==> src/oad_pkg.sv <==
package oad_pkg;

    // direct-space addresses of the hardware registers
    localparam logic [7:0] ADDR_TIMER_CONTROL = 8'h88;
    localparam logic [7:0] ADDR_PORT_ONE = 8'h90;
    localparam logic [7:0] ADDR_SERIAL_CONTROL = 8'h98;
    localparam logic [7:0] ADDR_INTERRUPT_ENABLE = 8'ha8;
    localparam logic [7:0] ADDR_PORT_THREE = 8'hb0;
    localparam logic [7:0] ADDR_INTERRUPT_PRIORITY = 8'hb8;
    localparam logic [7:0] ADDR_PROCESSOR_STATUS = 8'hd0;

    // address space limits
    localparam logic [7:0] RAM_LIMIT = 8'h7f;
    localparam logic [7:0] BIT_RAM_BASE = 8'h20;

    // reset and filler values
    localparam logic [7:0] RST_PORT = 8'hff;
    localparam logic [7:0] RST_ZERO = 8'h00;
    localparam logic [7:0] UNDEF_BYTE = 8'hff;

    // implemented bits; the rest read as zero
    localparam logic [7:0] MASK_STATUS = 8'hfd;
    localparam logic [7:0] MASK_ENABLE = 8'h9f;
    localparam logic [7:0] MASK_PRIORITY = 8'h1f;

    // processor status fields
    localparam int CARRY_FLAG_POS = 7;
    localparam int HALF_CARRY_FLAG_POS = 6;
    localparam int USER_FLAG_ZERO_POS = 5;
    localparam int BANK_SELECT_HI_POS = 4;
    localparam int BANK_SELECT_LO_POS = 3;
    localparam int SIGNED_RANGE_FLAG_POS = 2;

    // timer control fields
    localparam int TIMER_B_WRAP_FLAG_POS = 7;
    localparam int TIMER_B_RUN_POS = 6;
    localparam int TIMER_A_WRAP_FLAG_POS = 5;
    localparam int TIMER_A_RUN_POS = 4;
    localparam int OUTSIDE_IRQ_B_LATCHED_POS = 3;
    localparam int OUTSIDE_IRQ_B_EDGE_MODE_POS = 2;
    localparam int OUTSIDE_IRQ_A_LATCHED_POS = 1;
    localparam int OUTSIDE_IRQ_A_EDGE_MODE_POS = 0;

    // serial control fields
    localparam int RX_ENABLE_POS = 4;
    localparam int TX_NINTH_BIT_POS = 3;
    localparam int RX_NINTH_BIT_POS = 2;
    localparam int TX_DONE_FLAG_POS = 1;
    localparam int RX_DONE_FLAG_POS = 0;

    typedef enum logic [2:0] {
        KIND_DIRECT = 3'h0,
        KIND_INDIRECT = 3'h1,
        KIND_BIT = 3'h2,
        KIND_GENERAL = 3'h3,
        KIND_CODE_TABLE = 3'h4,
        KIND_EXTERNAL = 3'h5,
        KIND_LOAD_POINTER = 3'h6,
        KIND_IMMEDIATE = 3'h7
    } oad_kind_t;

    typedef struct packed {
        logic valid;
        oad_kind_t kind;
        logic wr;
        logic [2:0] sel;
        logic [7:0] addr;
        logic [7:0] wdata;
        logic [7:0] imm_hi;
    } oad_req_t;

    typedef struct packed {
        logic valid;
        logic [7:0] rdata;
    } oad_rsp_t;

    typedef struct packed {
        logic code_rd;
        logic ext_rd;
        logic ext_wr;
        logic [7:0] addr;
        logic [7:0] wdata;
    } oad_ext_t;

    // hardware events that set sticky flags
    typedef struct packed {
        logic timer_a_wrap;
        logic timer_b_wrap;
        logic outside_irq_a;
        logic outside_irq_b;
        logic tx_done;
        logic rx_done;
    } oad_evt_t;

endpackage
==> src/oad_decode.sv <==
// Contract
// - indirect address from active bank pointer 0/1
// - indirect read above 127 gives undefined byte
// - indirect write above 127 silently dropped
// - code-table/external moves address outside memories
// - only data pointer load takes two bytes
// - direct 0-127 RAM, 128-255 hardware registers
// - undefined register read undefined, write ignored
// - indirect above 127 never reaches registers
// - bit 0-127 maps onto RAM bytes 32-47
// - bit 128-255 maps onto hardware register bits
// - bits within a byte numbered 0 to 7
// - status register flag and bank bit layout
// - timer control upper half layout
// - timer control lower half interrupt bits
// - serial control register bit layout
// - interrupt enable register bit layout
// - interrupt priority register bit layout
// - port three carries alternate pin functions
// - port one latch at direct address 90h
// - general registers from status-selected bank
`timescale 1ns/1ns
`default_nettype none
module oad_decode
    import oad_pkg::*;
(
    input wire logic mclk_i,
    input wire logic resetn_i,
    input wire oad_req_t req_i,
    input wire oad_evt_t evt_i,
    output oad_rsp_t rsp_o,
    output oad_ext_t ext_o,
    output logic [15:0] data_pointer_o,
    output logic [7:0] processor_status_o,
    output logic [7:0] timer_control_o,
    output logic [7:0] serial_control_o,
    output logic [7:0] interrupt_enable_o,
    output logic [7:0] interrupt_priority_o,
    output logic [7:0] port_one_o,
    output logic [7:0] port_three_o
);

    typedef struct packed {
        logic [127:0][7:0] ram;
        logic [7:0] processor_status;
        logic [7:0] timer_control;
        logic [7:0] serial_control;
        logic [7:0] interrupt_enable;
        logic [7:0] interrupt_priority;
        logic [7:0] port_one;
        logic [7:0] port_three;
        logic [15:0] data_pointer;
        oad_rsp_t rsp;
        oad_ext_t ext;
    } oad_state_t;

    oad_state_t s;
    oad_state_t next_s;

    // true for every implemented register; all sit on multiples of eight
    function automatic logic reg_defined(input logic [7:0] a);
        reg_defined = (a == ADDR_TIMER_CONTROL) || (a == ADDR_PORT_ONE) ||
            (a == ADDR_SERIAL_CONTROL) || (a == ADDR_INTERRUPT_ENABLE) ||
            (a == ADDR_PORT_THREE) || (a == ADDR_INTERRUPT_PRIORITY) ||
            (a == ADDR_PROCESSOR_STATUS);
    endfunction

    function automatic logic [7:0] reg_read(input oad_state_t st, input logic [7:0] a);
        case (a)
            ADDR_TIMER_CONTROL: reg_read = st.timer_control;
            ADDR_PORT_ONE: reg_read = st.port_one;
            ADDR_SERIAL_CONTROL: reg_read = st.serial_control;
            ADDR_INTERRUPT_ENABLE: reg_read = st.interrupt_enable;
            ADDR_PORT_THREE: reg_read = st.port_three;
            ADDR_INTERRUPT_PRIORITY: reg_read = st.interrupt_priority;
            ADDR_PROCESSOR_STATUS: reg_read = st.processor_status;
            default: reg_read = UNDEF_BYTE;
        endcase
    endfunction

    // writable bits per register; reserved bits stay zero so reads never show junk
    function automatic logic [7:0] reg_mask(input logic [7:0] a);
        case (a)
            ADDR_PROCESSOR_STATUS: reg_mask = MASK_STATUS;
            ADDR_INTERRUPT_ENABLE: reg_mask = MASK_ENABLE;
            ADDR_INTERRUPT_PRIORITY: reg_mask = MASK_PRIORITY;
            default: reg_mask = ~RST_ZERO;
        endcase
    endfunction

    // byte that holds bit address b; numbers above 127 land on register bytes
    function automatic logic [7:0] bit_byte_addr(input logic [7:0] b);
        if (!b[7])
        begin
            bit_byte_addr = BIT_RAM_BASE + {4'h0, b[6:3]};
        end
        else
        begin
            bit_byte_addr = {b[7:3], 3'b000};
        end
    endfunction

    // register-file index of general register r in bank b
    function automatic logic [6:0] gen_index(input logic [1:0] b, input logic [2:0] r);
        gen_index = {2'b00, b, r};
    endfunction

    logic [1:0] bank;
    logic [7:0] ptr_zero;
    logic [7:0] ptr_one;
    logic [7:0] ptr;
    logic [7:0] da;
    logic da_ok;
    logic ram_hit;
    logic reg_hit;
    logic ram_we;
    logic reg_we;
    logic is_bit;
    logic [2:0] bpos;
    logic [7:0] old_byte;
    logic [7:0] new_byte;

    always_comb
    begin
        next_s = s;
        next_s.rsp.valid = 1'b0;
        next_s.ext.code_rd = 1'b0;
        next_s.ext.ext_rd = 1'b0;
        next_s.ext.ext_wr = 1'b0;
        bank = {s.processor_status[BANK_SELECT_HI_POS], s.processor_status[BANK_SELECT_LO_POS]};
        // pointer from bank
        // both pointers read every cycle; the select only steers the result
        ptr_zero = s.ram[gen_index(bank, 3'h0)];
        ptr_one = s.ram[gen_index(bank, 3'h1)];
        if (req_i.sel[0])
        begin
            ptr = ptr_one;
        end
        else
        begin
            ptr = ptr_zero;
        end
        da = req_i.addr;
        da_ok = 1'b0;
        ram_hit = 1'b0;
        reg_hit = 1'b0;
        ram_we = 1'b0;
        reg_we = 1'b0;
        is_bit = 1'b0;
        bpos = req_i.addr[2:0];
        old_byte = UNDEF_BYTE;
        new_byte = req_i.wdata;

        if (req_i.valid)
        begin
            case (req_i.kind)
                KIND_DIRECT:
                begin
                    da = req_i.addr;
                    da_ok = 1'b1;
                end
                KIND_INDIRECT:
                begin
                    da = ptr;
                    da_ok = (ptr <= RAM_LIMIT);
                end
                KIND_GENERAL:
                begin
                    da = {1'b0, gen_index(bank, req_i.sel)};
                    da_ok = 1'b1;
                end
                KIND_BIT:
                begin
                    is_bit = 1'b1;
                    da_ok = 1'b1;
                    da = bit_byte_addr(req_i.addr);
                end
                KIND_CODE_TABLE:
                begin
                    next_s.ext.code_rd = 1'b1;
                    next_s.ext.addr = ptr;
                end
                KIND_EXTERNAL:
                begin
                    next_s.ext.ext_rd = !req_i.wr;
                    next_s.ext.ext_wr = req_i.wr;
                    next_s.ext.addr = ptr;
                    next_s.ext.wdata = req_i.wdata;
                end
                KIND_LOAD_POINTER:
                begin
                    next_s.data_pointer = {req_i.imm_hi, req_i.wdata};
                    next_s.rsp.valid = 1'b1;
                    next_s.rsp.rdata = req_i.wdata;
                end
                KIND_IMMEDIATE:
                begin
                    next_s.rsp.valid = 1'b1;
                    next_s.rsp.rdata = req_i.wdata;
                end
                default:
                begin
                    da_ok = 1'b0;
                end
            endcase

            // one decode of where the access lands, shared by read and write
            ram_hit = da_ok && !da[7];
            reg_hit = da_ok && da[7] && reg_defined(da);
            ram_we = req_i.wr && ram_hit;
            reg_we = req_i.wr && reg_hit;

            if (req_i.kind inside {KIND_DIRECT, KIND_INDIRECT, KIND_GENERAL, KIND_BIT})
            begin
                next_s.rsp.valid = 1'b1;
                if (ram_hit)
                begin
                    old_byte = s.ram[da[6:0]];
                end
                else if (reg_hit)
                begin
                    old_byte = reg_read(s, da);
                end
                if (is_bit)
                begin
                    next_s.rsp.rdata = {7'h00, old_byte[bpos]};
                    new_byte = old_byte;
                    new_byte[bpos] = req_i.wdata[0];
                end
                else
                begin
                    next_s.rsp.rdata = old_byte;
                end

                if (ram_we)
                begin
                    next_s.ram[da[6:0]] = new_byte;
                end
                else if (reg_we)
                begin
                    case (da)
                        ADDR_TIMER_CONTROL: next_s.timer_control = new_byte;
                        ADDR_PORT_ONE: next_s.port_one = new_byte;
                        ADDR_SERIAL_CONTROL: next_s.serial_control = new_byte;
                        ADDR_INTERRUPT_ENABLE: next_s.interrupt_enable = new_byte & reg_mask(da);
                        ADDR_PORT_THREE: next_s.port_three = new_byte;
                        ADDR_INTERRUPT_PRIORITY: next_s.interrupt_priority = new_byte & reg_mask(da);
                        ADDR_PROCESSOR_STATUS: next_s.processor_status = new_byte & reg_mask(da);
                        default: next_s.port_one = next_s.port_one;
                    endcase
                end
            end
        end

        // hardware sets win over a clearing write in the same cycle
        // timer wrap flags, outside interrupt latches and serial done flags
        if (evt_i.timer_b_wrap)
        begin
            next_s.timer_control[TIMER_B_WRAP_FLAG_POS] = 1'b1;
        end
        if (evt_i.timer_a_wrap)
        begin
            next_s.timer_control[TIMER_A_WRAP_FLAG_POS] = 1'b1;
        end
        if (evt_i.outside_irq_b)
        begin
            next_s.timer_control[OUTSIDE_IRQ_B_LATCHED_POS] = 1'b1;
        end
        if (evt_i.outside_irq_a)
        begin
            next_s.timer_control[OUTSIDE_IRQ_A_LATCHED_POS] = 1'b1;
        end
        if (evt_i.tx_done)
        begin
            next_s.serial_control[TX_DONE_FLAG_POS] = 1'b1;
        end
        if (evt_i.rx_done)
        begin
            next_s.serial_control[RX_DONE_FLAG_POS] = 1'b1;
        end
    end

    always_ff @(posedge mclk_i)
    begin
        if (!resetn_i)
        begin
            // RAM content is left alone; it is unpredictable after reset anyway
            s.ram <= s.ram;
            s.processor_status <= RST_ZERO;
            s.timer_control <= RST_ZERO;
            s.serial_control <= RST_ZERO;
            s.interrupt_enable <= RST_ZERO;
            s.interrupt_priority <= RST_ZERO;
            s.port_one <= RST_PORT;
            s.port_three <= RST_PORT;
            s.data_pointer <= {RST_ZERO, RST_ZERO};
            s.rsp <= '0;
            s.ext <= '0;
        end
        else
        begin
            s <= next_s;
        end
    end

    assign rsp_o = s.rsp;
    assign ext_o = s.ext;
    assign data_pointer_o = s.data_pointer;
    assign processor_status_o = s.processor_status;
    assign timer_control_o = s.timer_control;
    assign serial_control_o = s.serial_control;
    assign interrupt_enable_o = s.interrupt_enable;
    assign interrupt_priority_o = s.interrupt_priority;
    assign port_one_o = s.port_one;
    assign port_three_o = s.port_three;

endmodule
`default_nettype wire

==> config.mk <==
export PLATFORM = sky130hd
export DESIGN_NAME = oad_decode
export DESIGN_NICKNAME = d
export VERILOG_FILES = /design/src/oad_pkg.sv /design/src/oad_decode.sv
export SDC_FILE = /design/constraint.sdc
export NUM_CORES = 1
export LEC_CHECK = 0
export ABC_AREA = 1
export BUFFER_PORTS_ARGS = -buffer_cell sky130_fd_sc_hd__buf_2
export CAP_MARGIN = 0
export CORE_MARGIN = 1.5
export CORE_UTILIZATION = 40
export DETAILED_ROUTE_END_ITERATION = 12
export PLACE_DENSITY = 0.55
export SLEW_MARGIN = 10
export SYNTH_ARGS = -nofsm -noshare
export SYNTH_HDL_FRONTEND = slang
export SYNTH_SLANG_ARGS = --single-unit
==> constraint.sdc <==
create_clock -name mclk_i -period 12.06 [get_ports mclk_i]
set_input_delay 0 -clock mclk_i [delete_from_list [all_inputs] [get_ports mclk_i]]
set_output_delay 0 -clock mclk_i [all_outputs]
set_load 0.1 [all_outputs]
==> summary.md <==
| Metric | Value |
|---|---|
| Adder-cell share of the synthesized area | 0% |
| DR vias | 33940 |
| RSZ-0062 raised after global routing | no |
| Diode count | 0 |
| Inserted Clock Buffers | 118 |
| Critical Path End Type | register |
| Final ANT Viol Nets | 0 |
| EDFF count, synth | 1024 |
| VDD IR max | 0.1246 mV |
| Main flop type after synthesis | edfxtp_1 |
| Post-synth ARST share | 0% |
| Clock sinks | 1118 |
| Leak | 21.60 nW |
| TritonCTS clock tree | done |
| CTS H-tree depth | 3 |
| CP startpoint kind | register |
| Final nets | 4950 |
| Root Buffer | clkbuf_16 |
| R2R Setup Slk | 4780 ps |
| Status | finished, final reports clean |
| Share of the synthesized area in the top cell type | 63.14% |
| DRT Pass-1 Iters | 5 |
| Syn_area_per_cell | 9.995 um2 |
| Worst Path Max Fanout | 200 |
| Clock skew | 33.37 ps |
| Post-Synthesis Cells | 4873 |
| #FFs+latches synth | 1118 |
| Critical path's most frequent cell | nand2_1 |
| Simple-gate share of the synthesized area | 22.85% |
| HP Class | in -> reg |
| # resized after CTS | 0 |
| Critical path type | reg -> reg |
| Global route overflow | 0 |
| Clock transition at path regs | 70 ps |
| I/O pins | 140 |
| Routed Wire Length | 142500 um |
| Vias per inst | 5.126 |
| Post-Synth XOR/XNOR Area | 0% |
| Tcrit/Tclk final | 60.35% |
| Worst Hold Slack | 34.16 ps |
| Worst-Skew Late Latency | 720 ps |
| Share of cells above drive strength 1 | 8.425% |
| Slowest stage delay, CP | 870 ps |
| Vert. Die Dim | 351.9 um |
| Most frequent cell after synthesis | nand2_1 |
| DP HPWL | 84650 um |
| Core Region | 0.1203 mm2 |
| Power Dens Cells | 161.1 mW/mm2 |
| Reg power frac | 48.7% |
| Fin crit period | 7278 ps |
| Largest family of logic cells by synthesized area | simple AND/OR/NAND/NOR gates |
| First-pass GRT wire length | 212600 um |
| Mux cell area share after synthesis | 0% |
| Sw frac | 25.53% |
| DIE AREA | 0.1239 mm2 |
| Post-CTS setup buffers | 0 |
| Yosys top cell by area | edfxtp_1 |
| Slew Limit Fails | 0 |
| Die W | 351.9 um |
| Fmax | 137.4 MHz |
| Sequential share of the synthesized area | 67.00% |
| Total of max-cap violations | 0 |
| CTS Hold Bufs | 57 |
| Initial DRC Count | 3596 |
| Post-route total power | 8.779 mW |
| Critical Path AT | 7620 ps |
| Post-synthesis compound-gate area fraction | 4.252% |
| Largest net degree at the start of global routing | 201 |
| DR DRC count | 0 |
| Hold Vio Cnt, Final | 0 |
| Starting Density | 40.49% |
| Setup ws final | 4782 ps |
| Clock Path Buffers | 3 |
| Row count | 127 |
| Area contributors post-synth | edfxtp_1 (63%), nand2_1 (15%), dfxtp_1 (3.9%), nor2_1 (3.3%), o21ai_0 (2.1%) |
| Initial antenna violation count | 2 |
| Clk network pwr share | 41.0% |
| Req. time, crit path | 12400 ps |
| Sw Pwr | 2.241 mW |
| CP Cell Sequence | inv_2 -> nand3_1 -> nand3_1 -> nand3_1 -> nand2_4 -> nand2_8 -> buf_12 -> o21ai_0 -> nand2_1 -> nand2_1 -> nor2_1 -> nor2_1 -> nor2_1 -> nand2_1 -> nand2_1 -> nand2_1 -> o21ai_1 -> nand2_1 -> o211ai_2 -> nand2_1 -> inv_4 -> buf_4 |
| Wire per inst | 21.52 um |
| Vias in the first global route | 32030 |
| Internal power | 6.538 mW |
| TNS Setup | 0 ps |
| Warnings, synthesis | 0 |
| Worst rel slew slack | 21.87% |
| Critical path's slowest cell | buf_4 |
| Place WS | 4892 ps |
| Yosys cell types | 39 |
| Mapped Area | 0.04870 mm2 |
| Worst-margin pin slew | 1168 ps |
| GRT Overall Usage | 22.69% |
| GPL Wtd Cong | 0.9065 |
| Finish-stage setup viols | 0 |
| Layout area overhead | 11.88% |
| Port-buffer cells | 133 |
| Gate power share | 10.3% |
| Synth top cells by count | nand2_1 (2000), edfxtp_1 (1024), nor2_1 (424), inv_1 (252), o21ai_0 (204) |
-- sequential cells by signal (all words and copies together) (netlist names) --
signal,flops
port_one_o,8
port_three_o,8
data_pointer_o,16
interrupt_enable_o,6
interrupt_priority_o,5
s,1024
rsp_o,9
ext_o,19
serial_control_o,8
processor_status_o,7
timer_control_o,8
-- power by group through the flow --
| stage | clock network [mW] | logic, mW | registers, mW |
|---|---|---|---|
| 5_1_grt | 3.80 | 0.980 | 4.27 |
| 2_1_floorplan | 0 | 0.570 | 4.36 |
| 3_3_place_gp | 0 | 0.885 | 4.35 |
| 4_1_cts | 3.64 | 0.902 | 4.27 |
| 6_report | 3.60 | 0.903 | 4.27 |
| 3_5_place_dp | 0 | 0.884 | 4.36 |
-- routing by layer --
metal | up-vias | part of all wire (%) | track usage [%]
met4 | 2 | 2.7 | 6.251
met2 | 1084 | 47 | 37.26
met5 | - | 0.0077 | 0
met1 | 16530 | 44 | 31.41
li1 | 16100 | - | -
met3 | 223 | 6.2 | 3.244
-- worst max-delay path: cells and delay by family (launching register included) --
| kind | cells | cell delay, ps |
|---|---|---|
| buffers and inverters | 4 | 2300 |
| DFF | 1 | 760 |
| and+or+nand+nor | 15 | 2740 |
| AOI/OAI and AO/OA | 3 | 780 |
-- cell usage in the layout (no fill, tap or decap), types with 4 or more instances in the layout --
master,Yosys,final
inv_2,24,21
buf_12,0,6
o211ai_1,8,8
nand3b_1,58,58
nand3_1,166,166
nor2_2,6,7
a21oi_1,101,101
buf_4,122,45
conb_1,1,6
buf_2,97,133
edfxtp_1,1024,1024
nor3_1,9,9
nor2_1,424,421
o21ai_0,204,204
bufinv_16,0,11
nand2_2,8,7
o21ai_2,7,4
clkbuf_16,0,120
inv_1,252,247
nor3_2,5,5
nand2_1,2000,1998
inv_4,1,7
dlygate4sd3_1,0,57
nand2_4,4,6
clkbuf_1,90,28
o21ai_1,54,54
clkbuf_8,0,5
inv_6,0,4
a31oi_1,5,5
dfxtp_1,94,94
clkinv_1,2,33
nand4_1,65,65
clkinv_2,0,18
-- worst paths after layout --
check,startpoint,endpoint,cells past startpoint
setup / recovery,processor_status_o[4]$_SDFFE_PN0P_,s[341]$_DFFE_PP_,22
hold / removal,req_i[19],port_one_o[4]$_SDFFE_PN1P_,8
setup reg to reg,processor_status_o[4]$_SDFFE_PN0P_,s[341]$_DFFE_PP_,22
hold reg to reg,port_one_o[2]$_SDFFE_PN1P_,port_one_o[2]$_SDFFE_PN1P_,2
-- stage by stage --
| step | instances | utilization [%] | cell area [um2] |
|---|---|---|---|
| global route | 6621 | 45.30 | 54490 |
| CTS | 6621 | 45.30 | 54490 |
| global placement | 6345 | 41.68 | 50140 |
| finish | 6621 | 45.30 | 54490 |
| detailed placement | 6345 | 41.68 | 50140 |
| floorplan | 4878 | - | 48720 |
-- kinds of logic (layout without fill, tap and decap cells) --
logic type / Yosys count / count (layout)
simple gates: 2754 / 2754
flops: 1118 / 1118
buf+inv: 608 / 739
compound gates: 392 / 392
other cells: 1 / 6
-- layout make-up --
type                       count  area [um2]
multi-input combinational   3152       13300
fill                       11340       65800
tap                         1612        2017
clock inverter                66       601.8
inverter                     279        1067
sequential                  1118       32630
clock buffer                 153        3177
timing repair buffer         241        1694
No activity file was read; power rests on OpenSTA's default activity.
